## config.mk

```make
export PLATFORM = sky130hd
export DESIGN_NAME = motion_readout
export DESIGN_NICKNAME = d
export VERILOG_FILES = /design/src/hdl/motion_readout_pkg.sv /design/src/hdl/frame_stats.sv /design/src/hdl/motion_readout.sv
export VERILOG_INCLUDE_DIRS = /design/src /design/src/hdl
export SDC_FILE = /design/constraint.sdc
export NUM_CORES = 1
export LEC_CHECK = 0
export BUFFER_PORTS_ARGS = -buffer_cell sky130_fd_sc_hd__buf_2
export CAP_MARGIN = 40
export CORE_ASPECT_RATIO = 1.75
export CORE_MARGIN = 8
export CORE_UTILIZATION = 64
export CTS_BUF_LIST = sky130_fd_sc_hd__clkbuf_2
export CTS_CLUSTER_DIAMETER = 120
export CTS_CLUSTER_SIZE = 25
export DETAILED_ROUTE_END_ITERATION = 16
export GPL_TIMING_DRIVEN = 0
export PLACE_DENSITY = 0.8
export RECOVER_POWER = 25
export SLEW_MARGIN = 20
export SYNTH_ARGS = -nofsm -noshare
export SYNTH_HDL_FRONTEND = slang
export SYNTH_SLANG_ARGS = --single-unit
```

## constraint.sdc

```tcl
create_clock -name ref_clk_in -period 3.1 [get_ports ref_clk_in]
set_input_delay 0 -clock ref_clk_in [delete_from_list [all_inputs] [get_ports ref_clk_in]]
set_output_delay 0 -clock ref_clk_in [all_outputs]
set_load 0.02 [all_outputs]
```

## src/hdl/motion_readout_regs.svh

```systemverilog
// register map, reset values and counts of the motion readout register set
// assumes: included by bare name from the package and the design modules
`ifndef MOTION_READOUT_REGS_SVH
`define MOTION_READOUT_REGS_SVH

// register addresses on the serial port (7-bit address field)
`define MR_ADDR_CONFIG      7'h00
`define MR_ADDR_STATUS      7'h01
`define MR_ADDR_VERT        7'h02
`define MR_ADDR_HORIZ       7'h03
`define MR_ADDR_FEATURE     7'h04
`define MR_ADDR_BRIGHT      7'h05
`define MR_ADDR_DARK        7'h06
`define MR_ADDR_INTENSITY   7'h07
`define MR_ADDR_GRAB        7'h08

// reset values
`define MR_RST_CONFIG       8'h00
`define MR_RST_MOTION       8'h00
`define MR_RST_FEATURE      8'h00
`define MR_RST_BRIGHT       6'h00
`define MR_RST_DARK         6'h3F
`define MR_RST_INTENSITY    8'h00

// field positions
`define MR_CFG_FORCED_AWAKE 0
`define MR_CMD_WRITE_BIT    7

// saturation limits of the signed motion counts
`define MR_MOTION_MAX       8'h7F
`define MR_MOTION_MIN       8'h80

// frame geometry and timing
`define MR_PIXELS_PER_FRAME 324
`define MR_FRAME_RATE_HZ    1500
`define MR_SLEEP_TIME_S     1
`define MR_SLEEP_FRAMES     (`MR_FRAME_RATE_HZ * `MR_SLEEP_TIME_S)
`define MR_SUM_SHIFT        7

`endif
```

## src/hdl/motion_readout_pkg.sv

```systemverilog
// types shared by the motion readout register set
// assumes: the register header sits on the include path
package motion_readout_pkg;
   `include "motion_readout_regs.svh"

   // serial port phases
   typedef enum logic [1:0] {
      PORT_ADDR  = 2'b00,   // shifting in the address byte
      PORT_WDATA = 2'b01,   // shifting in write data
      PORT_RDATA = 2'b10    // driving read data out
   } port_state_type;
endpackage

```

## src/hdl/frame_stats.sv

```systemverilog
// per-frame pixel statistics: brightest, darkest, scaled sum, pixel numbering
// assumes: pixels arrive on ref_clk_in, frame_start_in marks pixel 1
`timescale 1ns/1ns
`default_nettype none
`include "motion_readout_regs.svh"
module frame_stats #(
   parameter int PIXELS = `MR_PIXELS_PER_FRAME  // pixels in one frame
) (
   input  wire logic       ref_clk_in,       // system clock
   input  wire logic       reset_n_in,       // async reset, active low
   input  wire logic       pixel_valid_in,   // one pixel this cycle
   input  wire logic       frame_start_in,   // this pixel is number 1
   input  wire logic [5:0] pixel_level_in,   // pixel brightness
   output logic            pixel_valid_out,  // registered pixel strobe
   output logic            frame_start_out,  // registered frame start
   output logic [5:0]      pixel_level_out,  // registered pixel level
   output logic [8:0]      pixel_index_out,  // number of registered pixel
   output logic            frame_done_out,   // statistics just latched
   output logic [5:0]      bright_out,       // brightest of last frame
   output logic [5:0]      dark_out,         // darkest of last frame
   output logic [7:0]      intensity_out     // sum of last frame / 128
);
   logic [5:0]  run_max_r;   // running maximum
   logic [5:0]  run_min_r;   // running minimum
   logic [14:0] run_sum_r;   // running sum, 324 x 63 fits 15 bits
   logic [8:0]  idx_nxt;     // number of the incoming pixel
   logic [5:0]  max_nxt;     // maximum including incoming pixel
   logic [5:0]  min_nxt;     // minimum including incoming pixel
   logic [14:0] sum_nxt;     // sum including incoming pixel

   // fold the incoming pixel into the running values
   always_comb begin
      idx_nxt = frame_start_in ? 9'h001 : pixel_index_out + 9'h001;
      max_nxt = (frame_start_in || pixel_level_in > run_max_r) ? pixel_level_in : run_max_r;
      min_nxt = (frame_start_in || pixel_level_in < run_min_r) ? pixel_level_in : run_min_r;
      sum_nxt = (frame_start_in ? 15'h0000 : run_sum_r) + {9'h000, pixel_level_in};
   end

   // running accumulators and the registered pixel stream
   always_ff @(posedge ref_clk_in or negedge reset_n_in) begin
      if (!reset_n_in) begin
         run_max_r       <= `MR_RST_BRIGHT;
         run_min_r       <= `MR_RST_DARK;
         run_sum_r       <= 15'h0000;
         pixel_valid_out <= 1'b0;
         frame_start_out <= 1'b0;
         pixel_level_out <= 6'h00;
         pixel_index_out <= 9'h000;
      end else begin
         pixel_valid_out <= pixel_valid_in;
         frame_start_out <= pixel_valid_in & frame_start_in;
         if (pixel_valid_in) begin
            run_max_r       <= max_nxt;
            run_min_r       <= min_nxt;
            run_sum_r       <= sum_nxt;
            pixel_level_out <= pixel_level_in;
            pixel_index_out <= idx_nxt;
         end
      end
   end

   // results are latched only when the last pixel of a frame is seen
   always_ff @(posedge ref_clk_in or negedge reset_n_in) begin
      if (!reset_n_in) begin
         frame_done_out <= 1'b0;
         bright_out     <= `MR_RST_BRIGHT;
         dark_out       <= `MR_RST_DARK;
         intensity_out  <= `MR_RST_INTENSITY;
      end else begin
         frame_done_out <= pixel_valid_in && idx_nxt == 9'(PIXELS);
         if (pixel_valid_in && idx_nxt == 9'(PIXELS)) begin
            bright_out    <= max_nxt;
            dark_out      <= min_nxt;
            intensity_out <= sum_nxt[14:`MR_SUM_SHIFT];
         end
      end
   end
endmodule // frame_stats
`default_nettype wire

```

## src/hdl/motion_readout.sv

```systemverilog
// read-side register set of an optical motion sensor behind a two-wire port
// assumes: host drives sck_in, sdio is shared; sensor core on ref_clk_in
//
// Notes on behaviour
// - status upper bits carry fixed part identity
// - status bit 0 reads 1 awake, 0 asleep
// - motion counts accumulate since previous read
// - motion counts are 8-bit two's complement
// - reading a motion count clears it
// - feature count register holds upper 8 bits
// - feature count capped at 255, per frame
// - brightest pixel of frame, 6 bits
// - darkest pixel of frame, reset 0x3F
// - intensity register is frame sum over 128
// - grab read: start flag, valid flag, level
// - grab write restarts at pixel one
// - each grab read that delivers a valid pixel advances the pixel
// - after pixel 324 wrap to pixel one
// - at most one grabbed pixel per frame
// - grab access arms; captured pixel is held
// - sleep after 1500 still frames unless forced
// - all access goes through the serial port
`timescale 1ns/1ns
`default_nettype none
`include "motion_readout_regs.svh"
module motion_readout
   import motion_readout_pkg::*;
#(
   parameter logic [2:0] PART_ID      = 3'h5,               // arbitrary identity value
   parameter int         SLEEP_FRAMES = `MR_SLEEP_FRAMES,   // still frames before sleep
   parameter int         PIXELS       = `MR_PIXELS_PER_FRAME // pixels per frame
) (
   input  wire logic       ref_clk_in,        // system clock, 100 MHz
   input  wire logic       reset_n_in,        // async reset, active low
   input  wire logic       sck_in,            // serial clock from host
   input  wire logic       sdio_in,           // serial data pin level
   output logic            sdio_out,          // serial data driven value
   output logic            sdio_oe_out,       // high while driving sdio
   input  wire logic       motion_valid_in,   // one motion sample
   input  wire logic [7:0] motion_dx_in,      // horizontal step, signed
   input  wire logic [7:0] motion_dy_in,      // vertical step, signed
   input  wire logic       feature_valid_in,  // feature count ready
   input  wire logic [8:0] feature_count_in,  // features in frame
   input  wire logic       pixel_valid_in,    // one pixel this cycle
   input  wire logic       frame_start_in,    // pixel is number 1
   input  wire logic [5:0] pixel_level_in,    // pixel brightness
   output logic            awake_out,         // sensor awake state
   output logic            forced_awake_out   // forced awake config bit
);
   // pin synchronisers and edge detection
   logic       sck_s1_r, sck_s2_r, sck_d3_r;  // serial clock chain
   logic       sdio_s1_r, sdio_s2_r;          // serial data chain
   logic       sck_rise, sck_fall;            // host clock edges

   // serial port engine
   port_state_type state_r;                   // current phase
   logic [2:0] bit_cnt_r;                     // bit within byte
   logic [6:0] shift_in_r;                    // incoming bits
   logic [6:0] addr_r;                        // latched address
   logic [7:0] shift_out_r;                   // outgoing bits
   logic [7:0] rd_value;                      // addressed register value
   logic       rd_pulse;                      // read taken this cycle
   logic       wr_pulse;                      // write taken this cycle
   logic [6:0] cur_addr;                      // address just completed
   logic [7:0] wr_data;                       // write byte just completed

   // register contents
   logic       forced_awake_r;                // config bit 0
   logic       awake_r;                       // awake state
   logic [$clog2(SLEEP_FRAMES+1)-1:0] idle_r; // still frames counted
   logic [7:0] vert_r, horiz_r;               // motion counts
   logic [7:0] feature_r;                     // feature count / 2
   logic [7:0] status_value;                  // status read value

   // frame statistics stream
   logic       st_valid, st_fs, st_done;      // stream strobes
   logic [5:0] st_level, bright, dark;        // levels
   logic [8:0] st_index;                      // pixel number
   logic [7:0] intensity;                     // sum / 128

   // frame grabber
   logic [8:0] grab_ptr_r;                    // pixel to fetch next
   logic [5:0] grab_level_r;                  // held pixel
   logic       grab_valid_r;                  // held pixel is fresh
   logic       grab_armed_r;                  // waiting for a frame start
   logic       grab_active_r;                 // frame running, looking
   logic       grab_cap;                      // capture this cycle
   logic       grab_rd, grab_wr;              // grab port accesses
   logic       cap_seen_r;                    // helper: capture in frame

   // saturating signed add, so fast motion pins at the limit
   function automatic logic [7:0] sat_add(input logic [7:0] a, input logic [7:0] b);
      logic [8:0] s;
      s = {a[7], a} + {b[7], b};
      if (s[8] != s[7]) begin
         return s[8] ? `MR_MOTION_MIN : `MR_MOTION_MAX;
      end
      return s[7:0];
   endfunction

   frame_stats #(
      .PIXELS (PIXELS)
   ) u_stats (
      .ref_clk_in      (ref_clk_in),
      .reset_n_in      (reset_n_in),
      .pixel_valid_in  (pixel_valid_in),
      .frame_start_in  (frame_start_in),
      .pixel_level_in  (pixel_level_in),
      .pixel_valid_out (st_valid),
      .frame_start_out (st_fs),
      .pixel_level_out (st_level),
      .pixel_index_out (st_index),
      .frame_done_out  (st_done),
      .bright_out      (bright),
      .dark_out        (dark),
      .intensity_out   (intensity)
   );

   // two flops on each pin before anything looks at it
   always_ff @(posedge ref_clk_in or negedge reset_n_in) begin
      if (!reset_n_in) begin
         sck_s1_r  <= 1'b1;
         sck_s2_r  <= 1'b1;
         sck_d3_r  <= 1'b1;
         sdio_s1_r <= 1'b1;
         sdio_s2_r <= 1'b1;
      end else begin
         sck_s1_r  <= sck_in;
         sck_s2_r  <= sck_s1_r;
         sck_d3_r  <= sck_s2_r;
         sdio_s1_r <= sdio_in;
         sdio_s2_r <= sdio_s1_r;
      end
   end

   assign sck_rise = sck_s2_r & ~sck_d3_r;
   assign sck_fall = ~sck_s2_r & sck_d3_r;

   // byte completion decode; the eighth rising edge closes a byte
   assign cur_addr = {shift_in_r[5:0], sdio_s2_r};
   assign wr_data  = {shift_in_r, sdio_s2_r};
   assign rd_pulse = sck_rise && state_r == PORT_ADDR && bit_cnt_r == 3'h7 && !shift_in_r[6];
   assign wr_pulse = sck_rise && state_r == PORT_WDATA && bit_cnt_r == 3'h7;
   assign grab_rd  = rd_pulse && cur_addr == `MR_ADDR_GRAB;
   assign grab_wr  = wr_pulse && addr_r == `MR_ADDR_GRAB;

   // status: identity on top, reserved zero, awake in bit 0
   assign status_value = {PART_ID, 4'h0, awake_r};

   // read mux; unmapped addresses read zero
   always_comb begin
      case (cur_addr)
         `MR_ADDR_CONFIG:    rd_value = {7'h00, forced_awake_r};
         `MR_ADDR_STATUS:    rd_value = status_value;
         `MR_ADDR_VERT:      rd_value = vert_r;
         `MR_ADDR_HORIZ:     rd_value = horiz_r;
         `MR_ADDR_FEATURE:   rd_value = feature_r;
         `MR_ADDR_BRIGHT:    rd_value = {2'b00, bright};
         `MR_ADDR_DARK:      rd_value = {2'b00, dark};
         `MR_ADDR_INTENSITY: rd_value = intensity;
         `MR_ADDR_GRAB:      rd_value = {grab_ptr_r == 9'h001, grab_valid_r, grab_level_r};
         default:            rd_value = 8'h00;
      endcase
   end

   // serial engine: address byte, then a data byte in or out
   always_ff @(posedge ref_clk_in or negedge reset_n_in) begin
      if (!reset_n_in) begin
         state_r     <= PORT_ADDR;
         bit_cnt_r   <= 3'h0;
         shift_in_r  <= 7'h00;
         addr_r      <= 7'h00;
         shift_out_r <= 8'h00;
         sdio_oe_out <= 1'b0;
      end else begin
         case (state_r)
            PORT_ADDR: begin
               if (sck_rise) begin
                  bit_cnt_r  <= bit_cnt_r + 3'h1;
                  shift_in_r <= wr_data[6:0];
                  if (bit_cnt_r == 3'h7) begin
                     addr_r <= cur_addr;
                     if (shift_in_r[6]) begin
                        state_r <= PORT_WDATA;   // top address bit set: write
                     end else begin
                        // value is frozen here, so later motion cannot tear it
                        state_r     <= PORT_RDATA;
                        shift_out_r <= rd_value;
                        sdio_oe_out <= 1'b1;
                     end
                  end
               end
            end
            PORT_WDATA: begin
               if (sck_rise) begin
                  bit_cnt_r  <= bit_cnt_r + 3'h1;
                  shift_in_r <= wr_data[6:0];
                  if (bit_cnt_r == 3'h7) begin
                     state_r <= PORT_ADDR;
                  end
               end
            end
            PORT_RDATA: begin
               if (sck_fall && bit_cnt_r != 3'h0) begin
                  shift_out_r <= {shift_out_r[6:0], 1'b0};   // first fall keeps bit 7 up for the host
               end
               if (sck_rise) begin
                  bit_cnt_r <= bit_cnt_r + 3'h1;
                  if (bit_cnt_r == 3'h7) begin
                     state_r     <= PORT_ADDR;
                     sdio_oe_out <= 1'b0;    // host sampled the last bit
                  end
               end
            end
            default: begin
               state_r     <= PORT_ADDR;
               sdio_oe_out <= 1'b0;
            end
         endcase
      end
   end

   assign sdio_out = shift_out_r[7];

   // configuration: only the forced awake bit is kept
   always_ff @(posedge ref_clk_in or negedge reset_n_in) begin
      if (!reset_n_in) begin
         forced_awake_r <= `MR_RST_CONFIG == 8'h00 ? 1'b0 : 1'b1;
      end else if (wr_pulse && addr_r == `MR_ADDR_CONFIG) begin
         forced_awake_r <= wr_data[`MR_CFG_FORCED_AWAKE];
      end
   end

   assign forced_awake_out = forced_awake_r;
   assign awake_out        = awake_r;

   // sleep after a second of still frames unless forced awake
   always_ff @(posedge ref_clk_in or negedge reset_n_in) begin
      if (!reset_n_in) begin
         awake_r <= 1'b1;
         idle_r  <= '0;
      end else if (forced_awake_r || (motion_valid_in && (motion_dx_in != 8'h00 || motion_dy_in != 8'h00))) begin
         awake_r <= 1'b1;
         idle_r  <= '0;
      end else if (st_done && awake_r) begin
         if (idle_r == $bits(idle_r)'(SLEEP_FRAMES - 1)) begin
            awake_r <= 1'b0;
            idle_r  <= '0;
         end else begin
            idle_r <= idle_r + 1'b1;
         end
      end
   end

   // motion counts: a read clears, new motion in the same cycle survives
   always_ff @(posedge ref_clk_in or negedge reset_n_in) begin
      if (!reset_n_in) begin
         vert_r  <= `MR_RST_MOTION;
         horiz_r <= `MR_RST_MOTION;
      end else begin
         if (rd_pulse && cur_addr == `MR_ADDR_VERT) begin
            vert_r <= motion_valid_in ? motion_dy_in : 8'h00;
         end else if (motion_valid_in) begin
            vert_r <= sat_add(vert_r, motion_dy_in);
         end
         if (rd_pulse && cur_addr == `MR_ADDR_HORIZ) begin
            horiz_r <= motion_valid_in ? motion_dx_in : 8'h00;
         end else if (motion_valid_in) begin
            horiz_r <= sat_add(horiz_r, motion_dx_in);
         end
      end
   end

   // feature count: upper 8 of 9 bits, so never above 255
   always_ff @(posedge ref_clk_in or negedge reset_n_in) begin
      if (!reset_n_in) begin
         feature_r <= `MR_RST_FEATURE;
      end else if (feature_valid_in) begin
         feature_r <= feature_count_in[8:1];
      end
   end

   // a capture needs the wanted pixel within a frame that began after arming
   assign grab_cap = st_valid && st_index == grab_ptr_r && (grab_active_r || (grab_armed_r && st_fs));

   // frame grabber: arm on access, capture one pixel, hold until read
   always_ff @(posedge ref_clk_in or negedge reset_n_in) begin
      if (!reset_n_in) begin
         grab_ptr_r    <= 9'h001;
         grab_level_r  <= 6'h00;
         grab_valid_r  <= 1'b0;
         grab_armed_r  <= 1'b0;
         grab_active_r <= 1'b0;
      end else if (grab_wr) begin
         grab_ptr_r    <= 9'h001;
         grab_valid_r  <= 1'b0;
         grab_armed_r  <= 1'b1;
         grab_active_r <= 1'b0;
      end else if (grab_rd) begin
         if (grab_valid_r) begin
            // only a read that delivered a pixel moves the pointer
            grab_ptr_r <= (grab_ptr_r == 9'(PIXELS)) ? 9'h001 : grab_ptr_r + 9'h001;
         end
         grab_valid_r  <= grab_cap;        // set wins: a pixel landing beside an empty read is kept
         grab_level_r  <= grab_cap ? st_level : grab_level_r;
         grab_armed_r  <= !grab_cap;
         grab_active_r <= 1'b0;
      end else begin
         if (st_valid && st_fs) begin
            grab_armed_r <= 1'b0;
         end
         grab_active_r <= (grab_active_r || (grab_armed_r && st_valid && st_fs)) && !grab_cap;
         if (grab_cap) begin
            grab_level_r <= st_level;      // held however long the host waits
            grab_valid_r <= 1'b1;
         end
      end
   end

   // helper for checking: was a pixel captured since the last frame start
   always_ff @(posedge ref_clk_in or negedge reset_n_in) begin
      if (!reset_n_in) begin
         cap_seen_r <= 1'b0;
      end else if (st_valid && st_fs) begin
         cap_seen_r <= grab_cap;
      end else if (grab_cap) begin
         cap_seen_r <= 1'b1;
      end
   end
endmodule // motion_readout
`default_nettype wire

```

# Word level (Yosys, flattened, before mapping)
# Cells that the tools add are included.
[totals]
regBits = 153
input_bits = 39
out_inout_bits = 4
wordCells = 190
[classes]
add_sub_neg = 7
magnitude_cmp = 2
n_eq_ne = 27
mux = 58
bitwise_logic = 7
n_reduce_logical = 56
[ops]
columns = ["operator", "count"]
rows = [
  ["two-way mux 8 bit", 16],
  ["one-hot mux 8 bit (9 select lines)", 1],
  ["two-way mux 9 bit", 5],
  ["two-way mux 11 bit", 3],
  ["== test 7 x 3 -> 1 bit (second input constant)", 4],
  ["two-way mux 1 bit", 22],
  ["logical AND 1 bit", 21],
  ["adder 8 x 8 -> 9 bit", 2],
  ["adder 9 x 1 -> 9 bit (second input constant)", 2],
  ["== test 9 bit (second input constant)", 2],
  ["one-hot mux 8 bit (2 select lines)", 1],
  ["nonzero test 8 bit", 2],
  ["adder 15 x 6 -> 15 bit", 1],
  ["two-way mux 15 bit", 1],
  ["== test 7 x 2 -> 1 bit (second input constant)", 2],
  ["== test 7 x 4 -> 1 bit (second input constant)", 2],
  ["logical NOT 7 bit", 2],
  ["nonzero test 2 bit", 7],
  ["two-way mux 6 bit", 2],
  ["adder 11 x 1 -> 11 bit (second input constant)", 1],
  ["== test 11 bit (second input constant)", 1],
  ["two-way mux 2 bit", 5],
  ["inequality test 2 bit (second input constant)", 5],
  ["AND reduction 2 bit", 5],
  ["other kinds (25)", 42],
]

# Logic depth before layout (Yosys ltp)
[logic_depth]
word_depth = 10
mapped_depth = 11
mapped_depth_nobuf = 9

# By module
# From an unflattened synthesis, not the netlist that was laid out.
[hier_totals]
hier_cells = 933
area_unflattened_um2 = 9375.2
[by_module_without_submodules]
columns = ["mod", "instances", "cells_each", "area_each_um2"]
rows = [
  ["motion_readout", 1, 570, 5485.3],
  ["frame_stats", 1, 363, 3890.0],
]

# Worst setup path before layout
# Ideal clock, no wire load.
[synth_timing]
path_type = "in2reg"
from = "in frame_start_in"
to = "reg u_stats.run_sum_r[14]"
setup_time_ps = 137
arrival_time_ps = 2253
slack_ps = 710
cell_stages = 11
cell_sequence = "clkbuf_1 -> clkbuf_1 -> nor2b_1 -> ha_1 -> fa_1 -> a211oi_1 -> nor2_1 -> o31a_1 -> nand4_1 -> mux2i_1 -> o22ai_1"
[synth_via]
elab_chain_len = 2
[synth_lines]
columns = ["item", "line_no", "source"]
rows = [
  ["start: declaration", "motion_readout.sv:45", "input wire logic frame_start_in,"],
  ["two-way mux 15 bit", "frame_stats.sv:36", "sum_nxt = (frame_start_in ? 15'h0000 : run_sum_r) + {9'h000, pixel_level_in};"],
  ["adder 15 x 6 -> 15 bit", "frame_stats.sv:36", ""],
  ["end signal: assignment", "frame_stats.sv:55", "run_sum_r <= sum_nxt;"],
  ["end: declaration", "frame_stats.sv:25", "logic [14:0] run_sum_r;"],
]
# No other way between the ends.
# A chain may end at the register's enable or synchronous reset.

# Worst setup path in the final report
[layout_timing]
from = "reg horiz_r[0]"
to = "reg horiz_r[1]"
[layout_via]
elab_chain_len = 8
word_cells_on_any_way = 10
[layout_lines]
columns = ["item", "line_no", "source"]
rows = [
  ["start: declaration", "motion_readout.sv:71", "logic [7:0] vert_r, horiz_r;"],
  ["start signal: assignment", "motion_readout.sv:259", "horiz_r <= `MR_RST_MOTION;"],
  ["start signal: assignment", "motion_readout.sv:267", "horiz_r <= motion_valid_in ? motion_dx_in : 8'h00;"],
  ["start signal: assignment", "motion_readout.sv:269", "horiz_r <= sat_add(horiz_r, motion_dx_in);"],
  ["adder 8 x 8 -> 9 bit *", "motion_readout.sv:94", "s = {a[7], a} + {b[7], b};"],
  ["inequality test 1 bit", "motion_readout.sv:95", "if (s[8] != s[7]) begin"],
  ["two-way mux 1 bit", "motion_readout.sv:95", ""],
  ["two-way mux 1 bit", "motion_readout.sv:268", "end else if (motion_valid_in) begin"],
  ["two-way mux 1 bit", "motion_readout.sv:266", "if (rd_pulse && cur_addr == `MR_ADDR_HORIZ) begin"],
  ["two-way mux 8 bit *", "motion_readout.sv:98", "return s[7:0];"],
  ["two-way mux 8 bit *", "motion_readout.sv:268", ""],
  ["two-way mux 8 bit *", "motion_readout.sv:266", ""],
]
# Mark *: on every way between the ends. The rest lies on a longest branch, timed or not. The select of a mux whose other input is x is not followed.

==> results.md <==
## Outcome
- outcome: finished with violations
- violated checks: capacitance limit, slew limit

## Worst setup path
- Worst setup EP type: flop
- signal arrival time at the worst endpoint: 3650 ps
- end of the worst register-to-register path: horiz_r[1]$_DFFE_PN0P_
- Crit path max-delay family: adder cells
- Slowest-stage cell, CP: dlygate4sd3_1
- worst r2r path cells: 9
- endpoint required time on the critical path: 3770 ps
- launching point of the worst reg2reg path: horiz_r[0]$_DFFE_PN0P_
- start point of the critical path: horiz_r[0]$_DFFE_PN0P_
- WS Path Type: reg2reg
- reg-to-reg slack, setup: 120 ps
- critical path, cell by cell: ha_1, inv_1, fa_1, nor2b_1, o31a_1, a211oi_2, maj3_1, a211oi_1, dlygate4sd3_1
- highest net fanout along the worst path: 5
- worst stage delay on the critical path: 570 ps
- nature of the critical path startpoint: flop
- WP buf/inv: 2

## Cells and area
- Design Area, Final: 0.0105 mm^2
- number of nets in the final layout: 1160
- fill cell count: 1047
- share of the core filled with cells in the final layout: 74.0%
- proportion of layout cells with a drive suffix above 1: 15.4%
- Area growth syn-to-layout: 14.8%

## Timing
- clock period minus worst slack: 2980 ps
- final worst clock skew: 49.7 ps
- Fin. Hold Viols: 0
- setup-violating endpoint count in the final report: 0
- final worst slack: 121 ps
- Max-slew headroom: -8.81%
- transition time of the tightest slew-check pin: 1630 ps
- Fmax achieved: 336 MHz
- post-route clock period utilization: 96.1%
- tightest hold margin: 110 ps
- Slew Viols, Final: 142

## Route
- remaining routing DRC violations: 0
- first drt pass iteration count: 6
- post-DR vias/cell: 6.10
- DRC violation total after the first TritonRoute iteration: 448
- count of vias placed by the detailed router: 7724
- wire length after detailed routing: 23.6 mm
- mean routed wirelength per cell: 18.6 um
- number of antenna-violating nets in the routed design: 0

## CTS
- total CTS buffers: 17
- CTS H-tree depth: 4
- Clock Sink Count: 153
- clock slew at reported path FFs: 270 ps
- TritonCTS clock tree: yes
- Max Root-Sink Buffers: 2
- master cell of the clock root buffer: clkbuf_2
- insertion delay to the later sink of the worst-skew pair: 730 ps

## Power and ir drop
- Gate power share: 42.5%
- clock network fraction of total power: 17.2%
- net switching power: 0.00270 W
- share of power burned in registers: 40.3%
- internal power: 0.00408 W
- total power density per cell area: 647 mW/mm^2
- Leak: 4.66 nW
- switching portion of total power: 39.8%
- Worst IR Drop VDD: 0.333 mV

## Logic synthesis
- leading cell types by total area after synthesis: dfrtp_1 37%, ha_1 6.2%, dfstp_2 5.5%, mux2_2 5.1%, nand2_1 4.4%
- share of the yosys chip area belonging to registers: 42.2%
- FFs w/ async S/R, synth: 100%
- #FFs+latches synth: 153
- most frequent cell after synthesis: dfrtp_1
- area of the mapped netlist: 0.00913 mm^2
- synth warn: 0
- syn_area_per_cell: 9.64 um^2
- Synth Net Count: 1034
- most numerous cell types in the synthesized netlist: 134 x dfrtp_1, 106 x nand2_1, 67 x nor2_1
- largest area contributor in the netlist: dfrtp_1
- area share of the largest cell type after synthesis: 36.7%
- top_reg_cell synth: dfrtp_1
- count of cell types in the netlist: 74
- number of cells produced by synthesis: 947
- count of flip-flops with a built-in enable after synthesis: 0

## Placed design
- final weighted congestion of routability-driven global placement: 0.916
- Post-Place Worst Slack: -49.7 ps
- PortBufs: 40
- placed standard-cell area: 0.00959 mm^2
- detailed-placement wirelength estimate: 16.8 mm

## Global route
- GRT Total Usage: 26.0%
- initial antenna violation count: 1
- aggregate global routing overflow: 0
- global-route wire length before repair: 38.9 mm
- pin count of the biggest net entering global routing: 74
- vias in the first global route: 8004

## Hold path
- startpoint of the most critical hold path: motion_dx_in[3]
- number of cells on the worst hold path: 4
- class of the worst hold path: in2reg
- Hold Crit Endpoint: horiz_r[3]$_DFFE_PN0P_

## Floorplan
- number of rows created at floorplan: 58
- Initial Utilization: 64.5%
- area of the placeable core: 0.0142 mm^2
- floorplan die area: 0.0185 mm^2
- die width: 106 um
- I/O pins: 43
- chip height: 174 um

## Job
- max-cap viol count: 2

power by group through the flow:
| stage | clock network [W] | registers [W] | logic (W) |
|---|---|---|---|
| finish | 0.00116 | 0.00273 | 0.00288 |
| global route | 0.00126 | 0.00277 | 0.00316 |
| CTS | 0.00119 | 0.00272 | 0.00279 |
| detailed placement | 0 | 0.00276 | 0.00260 |
| global placement | 0 | 0.00274 | 0.00252 |
| floorplan | 0 | 0.00265 | 0.00203 |
registers in the layout (all words and copies together), names as in the netlist, 7 cells and up:
| signal | flops |
|---|---|
| addr_r | 7 |
| feature_r | 8 |
| grab_ptr_r | 9 |
| horiz_r | 8 |
| idle_r | 11 |
| shift_in_r | 7 |
| shift_out_r | 8 |
| u_stats.intensity_out | 8 |
| u_stats.pixel_index_out | 9 |
| u_stats.run_sum_r | 15 |
| vert_r | 8 |
layer usage:
metal  up-vias  GRT usage [%]  share of wire [%]
met5         -              0                  0
met4         0           14.6                4.9
met3        83           3.97                3.6
met2       220           47.6                 54
met1      3766           27.2                 37
li1       3655              -                  -
repair_timing:
action	4_1_cts	5_1_grt
resized for setup	0	4
setup endpoints to repair	0	7
setup buffers	0	2
endpoints found under the hold margin	234	0
hold buffers	65	0
final cells by class:
cell class	count	area [um^2]	area share, %
diodes	1	2.50	0.0239
plain buffers	34	148	1.41
clock buffers	17	85.1	0.812
clock inverters	15	165	1.58
inverters	49	184	1.76
multi-input cells	710	4950	47.3
flip-flops and latches	153	3850	36.8
well taps	180	225	2.15
repair buffers	108	865	8.25
worst max-delay path by stage:
stage / to / slack, ps / depth (start not counted)
2_1_floorplan: u_stats.run_sum_r[14]$_DFFE_PN0P_ / 710 / 11
3_3_place_gp: u_stats.pixel_index_out[3]$_DFFE_PN0P_ / -290 / 1
3_5_place_dp: u_stats.run_sum_r[14]$_DFFE_PN0P_ / -50 / 12
4_1_cts: horiz_r[1]$_DFFE_PN0P_ / 90 / 9
5_1_grt: vert_r[4]$_DFFE_PN0P_ / -6 / 10
6_report: horiz_r[1]$_DFFE_PN0P_ / 120 / 9
placed cells by master, fill, tap and decap left out, types with 8 or more instances in the layout:
cell type      count
ha_1              43
dlygate4sd3_1     64
o221ai_1           8
clkbuf_2          17
nor4_1            13
dfrtp_1          134
o21ai_1           35
a22oi_1            9
mux2_2            41
nor2_1            67
o31ai_1           11
mux2i_1           29
nand2b_1           8
inv_1             49
nor3_1            16
xnor2_1           23
a21o_1             9
nand2_1          106
a21oi_1           39
nand3_1           27
and3_1            12
a211oi_1           9
buf_2             48
o22ai_1           10
o21a_1             9
clkbuf_1          26
xor2_1            12
dfstp_2           18
o21ai_0           53
nor2b_1           22
cell families (layout without fill, tap and decap cells):
family	count (synthesis)	count (layout)	synth area share, %
AND/OR/NAND/NOR	314	314	17.6
other	0	1	0
flip-flops	153	153	42.2
XOR/XNOR	35	35	3.36
buffers and inverters	84	223	3.67
multiplexers	75	75	9.47
adder cells (fa/ha/maj)	53	53	7.38
AO/OA/AOI/OAI	233	233	16.3
worst register-to-register path: cells and delay by family (launching register included):
kind                     cells  cell delay (ps)
flip-flops                   1              430
AND/OR/NAND/NOR              1              200
buffers and inverters        2              630
AO/OA/AOI/OAI                3              690
adder cells (fa/ha/maj)      3              980
metrics by stage:
step | setup TNS (ps) | power [W] | std cells
after floorplan | 0 | 0.00468 | 947
after global placement | -35940 | 0.00526 | 1167
after detailed placement | -59.2 | 0.00536 | 1168
after CTS | 0 | 0.00670 | 1265
after global routing | -6.43 | 0.00720 | 1267
final | 0 | 0.00678 | 1267
No activity file was read; power rests on OpenSTA's default activity.
